[config.mk]
export PLATFORM = sky130hd
export DESIGN_NAME = dual_timer_pairs
export DESIGN_NICKNAME = d
export VERILOG_FILES = /design/src/hw/timer_pkg.sv /design/src/hw/dual_timer_pairs.sv
export SDC_FILE = /design/constraint.sdc
export NUM_CORES = 1
export LEC_CHECK = 0
export ABC_AREA = 1
export BUFFER_PORTS_ARGS = -buffer_cell sky130_fd_sc_hd__buf_2
export CAP_MARGIN = 10
export CORE_AREA = 2 2 184 132
export CTS_CLUSTER_DIAMETER = 30
export DETAILED_ROUTE_END_ITERATION = 10
export DIE_AREA = 0 0 186 134
export PLACE_DENSITY = 0.71
export SYNTH_ARGS = -nofsm -noshare
export SYNTH_HDL_FRONTEND = slang
export SYNTH_SLANG_ARGS = --single-unit
[constraint.sdc]
create_clock -name clk_in -period 4.9 [get_ports clk_in]
set_input_delay 1.225 -clock clk_in [delete_from_list [all_inputs] [get_ports clk_in]]
set_output_delay 1.225 -clock clk_in [all_outputs]
set_load 0.01 [all_outputs]
[src/hw/timer_pkg.sv]
// Purpose: Shared constants and types for the cascadable 8-bit timers.
// Assumes: Byte-wide register port, one system clock.
// Notes: Channel index 0 is channel_zero, 1 channel_one, 2 channel_y,
// Notes: and 3 channel_x.
package timer_pkg;

	// ----------------------------------------------------------------
	// Channels and interrupt lines
	// ----------------------------------------------------------------
	localparam int NUM_CH = 4;
	localparam int CH_ZERO = 0;
	localparam int CH_ONE = 1;
	localparam int CH_Y = 2;
	localparam int CH_X = 3;
	localparam int IRQ_NUM = 13;
	localparam int IRQ_CAP_X = 9;
	localparam int IRQ_BASE_X = 10;

	// ----------------------------------------------------------------
	// Register map: addr[5] global, addr[4:3] channel, addr[2:0] reg
	// ----------------------------------------------------------------
	localparam logic [2:0] REG_CTRL = 3'h0;
	localparam logic [2:0] REG_STAT = 3'h1;
	localparam logic [2:0] REG_CMPA = 3'h2;
	localparam logic [2:0] REG_CMPB = 3'h3;
	localparam logic [2:0] REG_COUNT = 3'h4;
	localparam logic [5:0] OFS_CROSS = 6'h20;
	localparam logic [5:0] OFS_CAPCTL = 6'h21;
	localparam logic [5:0] OFS_CAPRISE = 6'h22;
	localparam logic [5:0] OFS_CAPFALL = 6'h23;

	// ----------------------------------------------------------------
	// Field codes and bit positions
	// ----------------------------------------------------------------
	localparam logic [2:0] CS_DIV2 = 3'h1;
	localparam logic [2:0] CS_DIV8 = 3'h2;
	localparam logic [2:0] CS_DIV64 = 3'h3;
	localparam logic [2:0] CS_CASCADE = 3'h4;
	localparam logic [2:0] CS_EXT_RISE = 3'h5;
	localparam logic [2:0] CS_EXT_FALL = 3'h6;
	localparam logic [2:0] CS_EXT_BOTH = 3'h7;
	localparam logic [1:0] CLR_MATCH_A = 2'h1;
	localparam logic [1:0] CLR_MATCH_B = 2'h2;
	localparam logic [1:0] CLR_EXT = 2'h3;
	localparam logic [1:0] OUT_LOW = 2'h1;
	localparam logic [1:0] OUT_HIGH = 2'h2;
	localparam logic [1:0] OUT_TOGGLE = 2'h3;
	localparam int CASC_X_BIT = 5;
	localparam int CASC_Y_BIT = 4;
	localparam int CAP_FLAG_BIT = 7;
	localparam int CAP_IEN_BIT = 6;
	localparam int CAP_START_BIT = 4;

	// ----------------------------------------------------------------
	// Reset values and the counter top value
	// ----------------------------------------------------------------
	localparam logic [7:0] COUNT_RST = 8'h00;
	localparam logic [7:0] COUNT_MAX = 8'hFF;
	localparam logic [7:0] CMP_RST = 8'hFF;

	// Control byte: interrupt enables, clear select, clock select.
	typedef struct packed {
		logic [2:0] irq_en;
		logic [1:0] clear_sel;
		logic [2:0] clock_select_field;
	} channel_control_t;

	// Sticky events of one channel, in status bit order 7 to 5.
	typedef struct packed {
		logic match_a_flag;
		logic match_b_flag;
		logic wrap_flag;
	} chan_event_t;

endpackage

[src/hw/dual_timer_pairs.sv]
// Purpose: Four 8-bit timer channels in two cascadable pairs.
// Assumes: All pins synchronous to clk_in; byte register port.
// Notes: Clear beats write, write beats count; flags keep set over clear.
//
// Contract
// - Pattern 0110 gives high on A, low on B.
// - Match signal fires at the next count tick.
// - Each match drives pin per output select.
// - Clear field zeroes counter on match A/B.
// - Rising external reset zeroes counter when selected.
// - Wrap flag sets on FF to 00.
// - Clock code 100 cascades channels zero and one.
// - Channel zero upper, channel one lower byte.
// - Zero flags on 16-bit match, one on low.
// - Zero's clear clears both; one's ignored.
// - Pins follow 16-bit and low-byte matches.
// - One counts zero's match A in match mode.
// - Pair Y/X cascades under cross-register select bits.
// - Y upper, X lower; flags per byte.
// - Y clear zeroes upper only; X clear active.
// - Y and X pins follow their byte matches.
// - X counts Y's match A in match mode.
// - Rise then fall copies X count to captures.
// - Capture clears start bit; rearm after reading zero.
// - Capture during capture read delays one cycle.
// - Start bit off disables capture, on selects pin.
// - Separate enabled request line per event.
// - Request lines ordered zero, one, Y, X.
//
// The register offsets and the address-and-strobe port were left to the implementer.
`timescale 1ns/100ps
module dual_timer_pairs
	import timer_pkg::*;
(
	input wire logic clk_in,
	input wire logic srst_in,
	input wire logic [5:0] addr_in,
	input wire logic [7:0] wdata_in,
	input wire logic wr_in,
	input wire logic rd_in,
	output logic [7:0] rdata_out,
	input wire logic [NUM_CH-1:0] ext_clk_in,
	input wire logic [NUM_CH-1:0] ext_reset_pin_in,
	input wire logic capture_pin_x_in,
	output logic [NUM_CH-1:0] wave_out,
	output logic [IRQ_NUM-1:0] irq_out
);

	// ----------------------------------------------------------------
	// Storage
	// ----------------------------------------------------------------
	logic [7:0] cnt_q [NUM_CH]; // Counters.
	logic [7:0] cnt_d [NUM_CH]; // Next counter values.
	logic [7:0] cmpa_q [NUM_CH]; // Compare values A.
	logic [7:0] cmpb_q [NUM_CH]; // Compare values B.
	channel_control_t ctrl_q [NUM_CH]; // Control bytes.
	logic [3:0] osel_q [NUM_CH]; // Output select fields.
	chan_event_t flag_q [NUM_CH]; // Sticky flags.
	chan_event_t flag_d [NUM_CH]; // Next flags.
	logic [7:0] chan_rd [NUM_CH]; // Per-channel read byte.
	logic [NUM_CH-1:0] wave_q, wave_d; // Output pins.
	logic [NUM_CH-1:0] eclk_q, erst_q; // Pin history for edges.
	logic [5:0] presc_q; // Free prescaler.
	logic casc_x_q, casc_y_q; // Cross-pair select bits.
	logic cap_start_q, cap_ien_q, cap_flag_q; // Capture control.
	logic cap_seen_q; // Rising edge seen while armed.
	logic cap_pend_q; // Capture held back by a read.
	logic cap_pin_q; // Capture pin history.
	logic seen_zero_q; // Start bit was read as zero.
	logic [7:0] cap_rise_reg_q, cap_fall_reg_q; // Capture registers.
	logic [7:0] rdata_q; // Read data register.

	// ----------------------------------------------------------------
	// Address decode
	// ----------------------------------------------------------------
	wire glob = addr_in[5];
	wire [1:0] ch_sel = addr_in[4:3];
	wire [2:0] reg_sel = addr_in[2:0];
	wire wr_cross = wr_in && addr_in == OFS_CROSS;
	wire wr_capctl = wr_in && addr_in == OFS_CAPCTL;
	wire rd_capctl = rd_in && addr_in == OFS_CAPCTL;
	// A read of either capture register holds a capture back.
	wire capt_rd = rd_in && (addr_in == OFS_CAPRISE ||
		addr_in == OFS_CAPFALL);
	logic [NUM_CH-1:0] wr_ctrl, wr_stat, wr_cmpa, wr_cmpb, wr_cnt;

	// Event wires per channel.
	logic [NUM_CH-1:0] own_tick, tick, ma, mb, clr, clr_raw, wrap;
	logic [NUM_CH-1:0] eq_a, eq_b, ext_rise;
	logic [1:0] act [NUM_CH]; // Pin action after priority.

	// ----------------------------------------------------------------
	// Count clock selection
	// ----------------------------------------------------------------
	// Cascade and stop codes give no tick of their own; the pair logic
	// below supplies the cascade tick instead.
	function automatic logic sel_tick(input logic [2:0] cs,
		input logic [5:0] p, input logic now, input logic prev);
		case (cs)
			CS_DIV2: sel_tick = p[0];
			CS_DIV8: sel_tick = &p[2:0];
			CS_DIV64: sel_tick = &p[5:0];
			CS_EXT_RISE: sel_tick = now & ~prev;
			CS_EXT_FALL: sel_tick = ~now & prev;
			CS_EXT_BOTH: sel_tick = now ^ prev;
			default: sel_tick = 1'b0;
		endcase
	endfunction

	// ----------------------------------------------------------------
	// Pair modes
	// ----------------------------------------------------------------
	// Setting both modes of a pair stops its counters, so each mode
	// excludes the other; this also keeps the tick paths loop free.
	wire cs0_c = ctrl_q[CH_ZERO].clock_select_field == CS_CASCADE;
	wire cs1_c = ctrl_q[CH_ONE].clock_select_field == CS_CASCADE;
	wire csy_c = ctrl_q[CH_Y].clock_select_field == CS_CASCADE;
	wire csx_c = ctrl_q[CH_X].clock_select_field == CS_CASCADE;
	wire mode16_01 = cs0_c && !cs1_c;
	wire cmc_01 = cs1_c && !cs0_c;
	wire y16_sel = csy_c && casc_y_q;
	wire xcm_sel = csx_c && casc_x_q;
	wire mode16_yx = y16_sel && !xcm_sel;
	wire cmc_yx = xcm_sel && !y16_sel;

	// Upper bytes step on the lower byte's wrap tick.
	assign tick[CH_ZERO] = mode16_01 ?
		own_tick[CH_ONE] && cnt_q[CH_ONE] == COUNT_MAX :
		own_tick[CH_ZERO];
	assign tick[CH_ONE] = cmc_01 ?
		own_tick[CH_ZERO] && eq_a[CH_ZERO] : own_tick[CH_ONE];
	assign tick[CH_Y] = mode16_yx ?
		own_tick[CH_X] && cnt_q[CH_X] == COUNT_MAX : own_tick[CH_Y];
	assign tick[CH_X] = cmc_yx ?
		own_tick[CH_Y] && eq_a[CH_Y] : own_tick[CH_X];

	// A match is signalled at the tick that leaves the matching value.
	// Channel zero in 16-bit mode needs both bytes equal.
	assign ma[CH_ZERO] = mode16_01 ?
		own_tick[CH_ONE] && eq_a[CH_ZERO] && eq_a[CH_ONE] :
		tick[CH_ZERO] && eq_a[CH_ZERO];
	assign mb[CH_ZERO] = mode16_01 ?
		own_tick[CH_ONE] && eq_b[CH_ZERO] && eq_b[CH_ONE] :
		tick[CH_ZERO] && eq_b[CH_ZERO];

	// Channel one's clear is replaced by channel zero's in 16-bit mode.
	// Pair Y/X keeps separate clears, so Y zeroes only its byte.
	assign clr[CH_ZERO] = clr_raw[CH_ZERO];
	assign clr[CH_ONE] = mode16_01 ? clr_raw[CH_ZERO] :
		clr_raw[CH_ONE];
	assign clr[CH_Y] = clr_raw[CH_Y];
	assign clr[CH_X] = clr_raw[CH_X];

	// ----------------------------------------------------------------
	// Per-channel logic
	// ----------------------------------------------------------------
	for (genvar i = 0; i < NUM_CH; i++) begin : g_ch
		localparam int IB = (i == CH_X) ? IRQ_BASE_X : 3 * i;
		logic [1:0] act_a, act_b;
		wire chan_hit = !glob && ch_sel == 2'(i);

		assign wr_ctrl[i] = wr_in && chan_hit && reg_sel == REG_CTRL;
		assign wr_stat[i] = wr_in && chan_hit && reg_sel == REG_STAT;
		assign wr_cmpa[i] = wr_in && chan_hit && reg_sel == REG_CMPA;
		assign wr_cmpb[i] = wr_in && chan_hit && reg_sel == REG_CMPB;
		assign wr_cnt[i] = wr_in && chan_hit && reg_sel == REG_COUNT;

		assign own_tick[i] = sel_tick(ctrl_q[i].clock_select_field,
			presc_q, ext_clk_in[i], eclk_q[i]);
		assign ext_rise[i] = ext_reset_pin_in[i] && !erst_q[i];
		assign eq_a[i] = cnt_q[i] == cmpa_q[i];
		assign eq_b[i] = cnt_q[i] == cmpb_q[i];
		if (i != CH_ZERO) begin : g_match
			assign ma[i] = tick[i] && eq_a[i];
			assign mb[i] = tick[i] && eq_b[i];
		end

		// Clear source chosen by the clear field.
		assign clr_raw[i] =
			(ctrl_q[i].clear_sel == CLR_MATCH_A && ma[i]) ||
			(ctrl_q[i].clear_sel == CLR_MATCH_B && mb[i]) ||
			(ctrl_q[i].clear_sel == CLR_EXT && ext_rise[i]);
		assign wrap[i] = tick[i] && cnt_q[i] == COUNT_MAX &&
			!clr[i];

		// Clear wins over a write, a write wins over a count.
		assign cnt_d[i] = clr[i] ? COUNT_RST :
			wr_cnt[i] ? wdata_in :
			tick[i] ? cnt_q[i] + 8'h01 : cnt_q[i];

		// Writing 0 clears a flag; a new event in that cycle wins.
		assign flag_d[i] = chan_event_t'({ma[i], mb[i], wrap[i]} |
			(flag_q[i] & ~(wr_stat[i] ? ~wdata_in[7:5] : 3'h0)));

		// When both matches hit, toggle beats high beats low beats
		// keep, which is exactly the numeric order of the codes.
		assign act_a = ma[i] ? osel_q[i][1:0] : 2'h0;
		assign act_b = mb[i] ? osel_q[i][3:2] : 2'h0;
		assign act[i] = (act_a > act_b) ? act_a : act_b;
		assign wave_d[i] = (act[i] == OUT_TOGGLE) ? ~wave_q[i] :
			(act[i] == OUT_HIGH) ? 1'b1 :
			(act[i] == OUT_LOW) ? 1'b0 : wave_q[i];

		// Each event has its own enabled request line.
		assign irq_out[IB] = flag_q[i].match_a_flag &&
			ctrl_q[i].irq_en[2];
		assign irq_out[IB+1] = flag_q[i].match_b_flag &&
			ctrl_q[i].irq_en[1];
		assign irq_out[IB+2] = flag_q[i].wrap_flag &&
			ctrl_q[i].irq_en[0];

		assign chan_rd[i] = (reg_sel == REG_CTRL) ? {ctrl_q[i]} :
			(reg_sel == REG_STAT) ? {flag_q[i], 1'b0, osel_q[i]} :
			(reg_sel == REG_CMPA) ? cmpa_q[i] :
			(reg_sel == REG_CMPB) ? cmpb_q[i] :
			(reg_sel == REG_COUNT) ? cnt_q[i] : 8'h00;

		// Channel state; control bytes load straight from the bus.
		always_ff @(posedge clk_in) begin
			if (srst_in) begin
				cnt_q[i] <= COUNT_RST;
				cmpa_q[i] <= CMP_RST;
				cmpb_q[i] <= CMP_RST;
				ctrl_q[i] <= '0;
				osel_q[i] <= 4'h0;
				flag_q[i] <= '0;
				wave_q[i] <= 1'b0;
			end else begin
				cnt_q[i] <= cnt_d[i];
				flag_q[i] <= flag_d[i];
				wave_q[i] <= wave_d[i];
				if (wr_cmpa[i]) begin
					cmpa_q[i] <= wdata_in;
				end
				if (wr_cmpb[i]) begin
					cmpb_q[i] <= wdata_in;
				end
				if (wr_ctrl[i]) begin
					ctrl_q[i] <= channel_control_t'(wdata_in);
				end
				if (wr_stat[i]) begin
					osel_q[i] <= wdata_in[3:0];
				end
			end
		end
	end

	// ----------------------------------------------------------------
	// Input capture on channel X
	// ----------------------------------------------------------------
	wire cap_rise = capture_pin_x_in && !cap_pin_q;
	wire cap_fall = !capture_pin_x_in && cap_pin_q;
	// Only an armed start bit routes the pin to the capture logic.
	wire cap_event = cap_start_q && cap_seen_q && cap_fall;
	// A capture that meets a capture read lands one cycle later.
	wire cap_fire = cap_pend_q || (cap_event && !capt_rd);
	wire cap_pend_d = cap_event && capt_rd;
	wire cap_seen_d = cap_start_q && !cap_event &&
		(cap_seen_q || cap_rise);
	// Re-arming only after the bit was seen as zero.
	wire cap_start_d = cap_fire ? 1'b0 :
		(wr_capctl && !wdata_in[CAP_START_BIT]) ? 1'b0 :
		(wr_capctl && seen_zero_q) ? 1'b1 : cap_start_q;
	wire seen_zero_d = wr_capctl ? 1'b0 :
		(rd_capctl && !cap_start_q) ? 1'b1 : seen_zero_q;
	wire cap_flag_d = cap_fire || (cap_flag_q &&
		!(wr_capctl && !wdata_in[CAP_FLAG_BIT]));
	assign irq_out[IRQ_CAP_X] = cap_flag_q && cap_ien_q;

	// Capture and cross-pair state.
	always_ff @(posedge clk_in) begin
		if (srst_in) begin
			cap_start_q <= 1'b0;
			cap_ien_q <= 1'b0;
			cap_flag_q <= 1'b0;
			cap_seen_q <= 1'b0;
			cap_pend_q <= 1'b0;
			seen_zero_q <= 1'b0;
			cap_rise_reg_q <= COUNT_RST;
			cap_fall_reg_q <= COUNT_RST;
			casc_x_q <= 1'b0;
			casc_y_q <= 1'b0;
		end else begin
			cap_start_q <= cap_start_d;
			cap_flag_q <= cap_flag_d;
			cap_seen_q <= cap_seen_d;
			cap_pend_q <= cap_pend_d;
			seen_zero_q <= seen_zero_d;
			if (cap_fire) begin
				cap_rise_reg_q <= cnt_q[CH_X];
				cap_fall_reg_q <= cnt_q[CH_X];
			end
			if (wr_capctl) begin
				cap_ien_q <= wdata_in[CAP_IEN_BIT];
			end
			if (wr_cross) begin
				casc_x_q <= wdata_in[CASC_X_BIT];
				casc_y_q <= wdata_in[CASC_Y_BIT];
			end
		end
	end

	// ----------------------------------------------------------------
	// Pin history, prescaler and read port
	// ----------------------------------------------------------------
	wire [7:0] glob_rd = (addr_in == OFS_CROSS) ?
		{2'h0, casc_x_q, casc_y_q, 4'h0} :
		(addr_in == OFS_CAPCTL) ?
		{cap_flag_q, cap_ien_q, 1'b0, cap_start_q, 4'h0} :
		(addr_in == OFS_CAPRISE) ? cap_rise_reg_q :
		(addr_in == OFS_CAPFALL) ? cap_fall_reg_q : 8'h00;
	wire [7:0] rd_mux = glob ? glob_rd : chan_rd[ch_sel];

	// Read data stand for one cycle per strobe cycle, zero otherwise.
	always_ff @(posedge clk_in) begin
		if (srst_in) begin
			presc_q <= 6'h00;
			eclk_q <= '0;
			erst_q <= '0;
			cap_pin_q <= 1'b0;
			rdata_q <= 8'h00;
		end else begin
			presc_q <= presc_q + 6'h01;
			eclk_q <= ext_clk_in;
			erst_q <= ext_reset_pin_in;
			cap_pin_q <= capture_pin_x_in;
			rdata_q <= rd_in ? rd_mux : 8'h00;
		end
	end

	assign rdata_out = rdata_q;
	assign wave_out = wave_q;
endmodule

### Word level (Yosys, flattened, before mapping)

Memories as Yosys holds them, arrays and structs flattened.
Index checks and enable logic that the tools add are counted.

* bits in writable memories: 156
* output and inout port bits: 25
* memories kept: 6
* input port bits: 27
* register bits after elaboration: 43

* bitwise logic cells: 63
* mux-type cells: 154
* equal/unequal tests: 75
* add/sub/neg operators: 5
* reductions and logical operators: 148
* magnitude comparators: 5

Memory list
* cmpa_q: depth 4, width 8, rd ports 4, clocked after memory_dff 0, wr ports 4, line dual_timer_pairs.sv:54 `logic [7:0] cmpa_q [NUM_CH];`
* cmpb_q: depth 4, width 8, rd ports 4, clocked after memory_dff 0, wr ports 4, line dual_timer_pairs.sv:55 `logic [7:0] cmpb_q [NUM_CH];`
* cnt_q: depth 4, width 8, rd ports 4, clocked after memory_dff 0, wr ports 4, line dual_timer_pairs.sv:52 `logic [7:0] cnt_q [NUM_CH];`
* ctrl_q: depth 4, width 8, rd ports 4, clocked after memory_dff 0, wr ports 4, line dual_timer_pairs.sv:56 `channel_control_t ctrl_q [NUM_CH];`
* osel_q: depth 4, width 4, rd ports 4, clocked after memory_dff 0, wr ports 4, line dual_timer_pairs.sv:57 `logic [3:0] osel_q [NUM_CH];`
* flag_q: depth 4, width 3, rd ports 4, clocked after memory_dff 0, wr ports 4, line dual_timer_pairs.sv:58 `chan_event_t flag_q [NUM_CH];`

Operator list (count)
* $mux 8: 55
* $logic_and 1x1->1: 104
* $mux 1: 70
* $eq 8x8->1: 8
* $eq 3x3->1 const B: 17
* $eq 2x2->1 const B: 18
* $add 8x1->8 const B: 4
* $eq 8x8->1 const B: 4
* $eq 3x2->1 const B: 10
* $eq 6x6->1 const B: 4
* $mux 2: 12
* $mux 3: 8
* $or 1x1->1: 24
* $pmux 1 s6: 4
* $logic_not 1->1: 21
* $eq 2x1->1 const B: 9
* $bmux 8 s2: 1
* $mux 4: 4
* $eq 3x1->1 const B: 5
* $not 3->3: 5
* $not 1->1: 13
* $and 3x3->3: 4
* $logic_or 1x1->1: 12
* $or 3x3->3: 4
* 13 further kinds: 30

### Depth between registers and ports, before layout

* depth after elaboration: 15
* gate-level depth with buffers: 24
* gate-level depth less buffers: 24

### Worst setup path before layout

Ideal clock, no wire load.

* path type: input port to flip-flop
* from: input ext_clk_in[2]
* to: register wave_q[3], in the netlist wave_out[3]
* required time: 4791 ps
* path buffers: 1
* stages on the path: 17
* setup slack: 1633 ps
* data arrival time: 3158 ps
* cells stage by stage: inv_1 -> ha_1 -> nor3_1 -> a31oi_1 -> nand3b_1 -> nand3_2 -> nand2_2 -> buf_4 -> nand3_1 -> ha_1 -> inv_1 -> nor2_1 -> a2bb2oi_1 -> o21bai_1 -> nand3_1 -> nand2_1 -> inv_1

* cells in the longest elaborated chain, start to end: 12

RTL lines
* start: declaration: line dual_timer_pairs.sv:42 `input wire logic [NUM_CH-1:0] ext_clk_in,`
* $not 1->1: line dual_timer_pairs.sv:104 `CS_EXT_FALL: sel_tick = ~now & prev;`
* $and 1x1->1: line dual_timer_pairs.sv:104
* $pmux 1 s6 *: line dual_timer_pairs.sv:99 `case (cs)`
* $logic_and 1x1->1 *: line dual_timer_pairs.sv:135 `own_tick[CH_Y] && eq_a[CH_Y] : own_tick[CH_X];`
* $mux 1 *: line dual_timer_pairs.sv:134 `assign tick[CH_X] = cmc_yx ?`
* $logic_and 1x1->1 (on tied branches): line dual_timer_pairs.sv:174, dual_timer_pairs.sv:175
* $mux 2 (on tied branches): line dual_timer_pairs.sv:197, dual_timer_pairs.sv:198
* $gt 2x2->1: line dual_timer_pairs.sv:199 `assign act[i] = (act_a > act_b) ? act_a : act_b;`
* $mux 2 *: line dual_timer_pairs.sv:199
* $eq 2x2->1: line dual_timer_pairs.sv:201 `(act[i] == OUT_HIGH) ? 1'b1 :`
* $mux 1: line dual_timer_pairs.sv:201
* $mux 1: line dual_timer_pairs.sv:200 `assign wave_d[i] = (act[i] == OUT_TOGGLE) ? ~wave_q[i] :`
* end signal: indexed assignment: line dual_timer_pairs.sv:231 `wave_q[i] <= wave_d[i];`
* end: declaration: line dual_timer_pairs.sv:61 `logic [NUM_CH-1:0] wave_q, wave_d;`

Every way passes the cells marked *; elsewhere a longest branch is shown, timed or not.
A chain may end at the register's enable or synchronous reset.

### Worst setup path after layout

* from: input ext_clk_in[2]
* to: register wave_q[2], in the netlist wave_out[2]

* cells in the longest elaborated chain, start to end: 11

RTL lines
* $not 1->1: line dual_timer_pairs.sv:104
* $and 1x1->1: line dual_timer_pairs.sv:104
* $pmux 1 s6 *: line dual_timer_pairs.sv:99
* $mux 1 *: line dual_timer_pairs.sv:132 `assign tick[CH_Y] = mode16_yx ?`
* $logic_and 1x1->1 (on tied branches): line dual_timer_pairs.sv:174, dual_timer_pairs.sv:175
* $mux 2 (on tied branches): line dual_timer_pairs.sv:197, dual_timer_pairs.sv:198
* $gt 2x2->1: line dual_timer_pairs.sv:199
* $mux 2 *: line dual_timer_pairs.sv:199
* $eq 2x2->1: line dual_timer_pairs.sv:201
* $mux 1: line dual_timer_pairs.sv:201
* $mux 1: line dual_timer_pairs.sv:200

Marks and branches as above.

==> out/results.tsv <==
stage	metric	value	unit
drt	viasPerCell	5.78	
finish	nets	1571	
pwr	power_per_cell_area	292	mW/mm^2
cts	cts_made_buffers	17	
synth	largest_family_of_logic_cells_by_synthesized_area	simple AND/OR/NAND/NOR gates	
critical_path	path_common_cell	sky130_fd_sc_hd__nand2_1	
drt	routed_wirelength	36800	um
synth	synth_fp_nets	1542	
place	gp_routability_congestion	0.994	
place	io_buffers	51	
pwr	static-leakage-power	5.02	nW
synth	ys.warnings.count	0	
timing	finalHoldViolations	0	
synth	synth_edf_count	112	
drt	drt-pass1-iter-count	8	
cts	post_cts.repair.setup_buffers	0	
timing	layout_worst_path_cycle_share	69.4	%
synth	simple_gate_share_of_the_synthesized_area	26.7	%
die	placeableCoreArea	0.0232	mm^2
cts	clk_root_buffer_cell	sky130_fd_sc_hd__clkbuf_16	
global_route	antenna_found_initial	1	
finish	most-common-layout-cells	sky130_fd_sc_hd__nand2_1 (377), sky130_fd_sc_hd__inv_1 (176), sky130_fd_sc_hd__nor2_1 (171), sky130_fd_sc_hd__edfxtp_1 (112), sky130_fd_sc_hd__dfxtp_1 (87)	
cts	cts_tree	done	
timing	setup_repair_after_global_routing_missed_its_margin	no	
timing	final.setup_skew	0.00974	ns
drt	drt_wl_cell	19.9	um
critical_path	crit_path_top_delay_cell	sky130_fd_sc_hd__nand2_1	
critical_path	crit-reg2reg-launch	presc_q[0]	
timing	timing.setup.tns	0	ns
synth	synth_xor_area_share	4.28	%
critical_path	worstSetupPathType	primary input to register	
finish	multiInputGateArea	0.00535	mm^2
critical_path	critical_path.endpoint	wave_out[2]	
drt	num_vias	10688	
cts	ctsResizeCount	0	
place	placedCellCount	1817	
critical_path	critical_path_peak_fanout	11	
global_route	grt_start_max_net_pins	38	
timing	max-slew-margin-rel	28.1	%
critical_path	setup.reg_to_reg.worst_slack	1.73	ns
cts	cts.path.max_buffers	2	
timing	timing_worst_slew_pin_value	1.07	ns
worst_hold_path	min_path_type	register to register	
synth	netlist_area_pre_place	0.0115	mm^2
cts	clkSlewWorstSetupHoldPaths	0.08	ns
global_route	grt_pass1_vias	9418	
synth	synth-compound-area-share	12.8	%
synth	ys_seq_elements	199	
drt	drt_iter0_drcs	1426	
critical_path	startpoint_type	primary input	
synth	yosys.area.top_type_share	29.3	%
global_route	grtUsageTotal	29.9	%
synth	asyncSetResetFlopFracSynth	0	%
finish	fraction_of_layout_cells_with_a_size_suffix_above_1	10.5	%
critical_path	regToRegEndpoint	wave_out[2]	
synth	synth_adder_area_share	2.84	%
flow_run	cap_violations	0	
global_route	first_pass_grt_wire_length	55200	um
finish	mostFrequentLayoutCell	sky130_fd_sc_hd__nand2_1	
timing	finalHoldWorstSlack	0.490	ns
finish	area_delta_synth_final	9.19	%
die	die-width	186	um
cts	clock_sinks	199	
finish	final.fill_count	2200	
die	ioPinCount	52	
critical_path	worst_ep_arrival_time	3.76	ns
finish	regArea	0.00510	mm^2
timing	timing.final.max_slew_violations	0	
die	die_footprint	0.0249	mm^2
run_status	run_status	complete, no violations	
synth	flip_flop_cell_with_the_highest_count_after_synthesis	sky130_fd_sc_hd__edfxtp_1	
critical_path	ff2ff_path_depth	20	
synth	post_synth_mux_area_share	0	%
die	placementRows	47	
place	place.detailed.hpwl	26900	um
drt	post-route-drc-count	0	
drt	antenna_violating_nets_post_route	0	
synth	synth_largest_area_cell	sky130_fd_sc_hd__edfxtp_1	
critical_path	worstSetupStartpoint	ext_clk_in[2]	
timing	maxClockFrequency	294	MHz
synth	synth_cell_type_count	51	
pwr	power.ir.vdd_worst	0.278	mV
cts	cts_hold_repair.buffers	0	
critical_path	worstSetupEndpointType	register	
timing	setup_viol	0	
critical_path	worst-endpoint-required	5.26	ns
global_route	grt_remaining_overflow	0	
die	initial_utilization	49.3	%
cts	worstSkewPairLatency	0.45	ns
critical_path	crit_path_max_cell_delay	0.43	ns
synth	synthTopCellsByArea	sky130_fd_sc_hd__edfxtp_1 (29%), sky130_fd_sc_hd__dfxtp_1 (15%), sky130_fd_sc_hd__nand2_1 (12%)	
die	chipHeight	134	um
finish	fin_cells	1850	
synth	syn-instance-count	1489	
cts	cts_htree_levels	4	
synth	ys_seq_area_share	44.5	%
timing	timing.final.crit_period	3.40	ns
critical_path	crit_path_cell_trace	buf_2 > inv_1 > ha_1 > nor3_1 > a31oi_1 > nand3b_1 > inv_1 > nand2_1 > nand2_1 > inv_1 > nand2_1 > ha_1 > nand2_1 > a22oi_1 > inv_1 > nand2_1 > nand3_1 > nand2_1 > inv_1	
synth	syn-mean-instance-area	7.70	um^2
==> flip-flops by register name, indices dropped and copies added (netlist names), 4 cells and up <==
name / cells
erst_q: 4
eclk_q: 4
cmpa_q: 32
cnt_q: 32
presc_q: 6
ctrl_q: 32
cap_fall_reg_q: 8
cmpb_q: 32
flag_q: 12
wave_out: 4
rdata_out: 8
osel_q: 16
==> report_power, final <==
group	switching [mW]	leakage [nW]	total (mW)	internal, mW
clock network	0.689	0.271	1.40	0.712
registers	0.0676	1.81	1.89	1.82
logic	0.264	2.94	0.360	0.0959
==> Yosys cell counts, types with 7 or more instances <==
master / count
sky130_fd_sc_hd__a22oi_1: 7
sky130_fd_sc_hd__edfxtp_1: 112
sky130_fd_sc_hd__nor2_1: 171
sky130_fd_sc_hd__o211ai_1: 32
sky130_fd_sc_hd__xnor2_1: 26
sky130_fd_sc_hd__or2_2: 7
sky130_fd_sc_hd__inv_2: 23
sky130_fd_sc_hd__o22ai_1: 10
sky130_fd_sc_hd__o2111ai_1: 20
sky130_fd_sc_hd__buf_2: 18
sky130_fd_sc_hd__nand4_1: 30
sky130_fd_sc_hd__clkbuf_1: 23
sky130_fd_sc_hd__ha_1: 26
sky130_fd_sc_hd__nor3_1: 13
sky130_fd_sc_hd__xor2_1: 30
sky130_fd_sc_hd__inv_1: 176
sky130_fd_sc_hd__dfxtp_1: 87
sky130_fd_sc_hd__a31oi_1: 9
sky130_fd_sc_hd__nor2_4: 7
sky130_fd_sc_hd__o21ai_0: 80
sky130_fd_sc_hd__nand2_1: 377
sky130_fd_sc_hd__nor2_2: 15
sky130_fd_sc_hd__nand3_1: 77
sky130_fd_sc_hd__a21oi_1: 57
==> area by class of cell <==
cell class | instances | share of cell area (%)
inverter | 203 | 6.09
multi-input combinational | 1036 | 42.7
clock inverter | 15 | 1.14
antenna | 1 | 0.0200
clock buffer | 17 | 3.40
timing repair buffer | 61 | 2.64
sequential | 199 | 40.8
tap | 318 | 3.18
==> per-layer routing <==
layer / GRT usage (%) / routed length [um] / vias to the layer above
met5: 0 / 0 / -
met4: 8.44 / 909 / 0
met3: 11.3 / 5470 / 90
met2: 40.6 / 14600 / 712
met1: 44.0 / 15800 / 4909
li1: - / - / 4977
==> cells by family after synthesis <==
group           Yosys count
compound gates          240
xor+xnor                 56
fa+ha+maj                26
buf+inv                 254
flops                   199
simple gates            714
==> stage by stage <==
step / instance area (um^2) / utilization, % / worst slack (ns) / power [mW]
after floorplan: 11500 / - / 1.63 / 2.12
after global placement: 11900 / 51.4 / 1.21 / 2.27
after detailed placement: 11900 / 51.4 / 1.12 / 2.27
after CTS: 12500 / 53.9 / 1.58 / 3.63
after global routing: 12500 / 53.9 / 1.24 / 3.76
final: 12500 / 53.9 / 1.50 / 3.65
==> how the worst min path moves through the flow <==
stage,slack (ns),startpoint,to,cells past startpoint
2_1_floorplan,0.44,cap_fall_reg_q[0],rdata_out[0],2
3_3_place_gp,0.45,presc_q[4],presc_q[4],1
3_5_place_dp,0.47,presc_q[4],presc_q[4],1
4_1_cts,0.49,presc_q[4],presc_q[4],1
5_1_grt,0.50,flag_q[3][2],flag_q[3][2],2
6_report,0.49,presc_q[4],presc_q[4],1
==> worst max-delay path, delay by kind of cell <==
| kind | cells | cell delay, ns |
|---|---|---|
| buffers and inverters | 6 | 0.40 |
| AND/OR/NAND/NOR | 9 | 1.25 |
| AO/OA/AOI/OAI | 2 | 0.26 |
| adder cells (fa/ha/maj) | 2 | 0.60 |
Power figures use the tool's default switching activity.
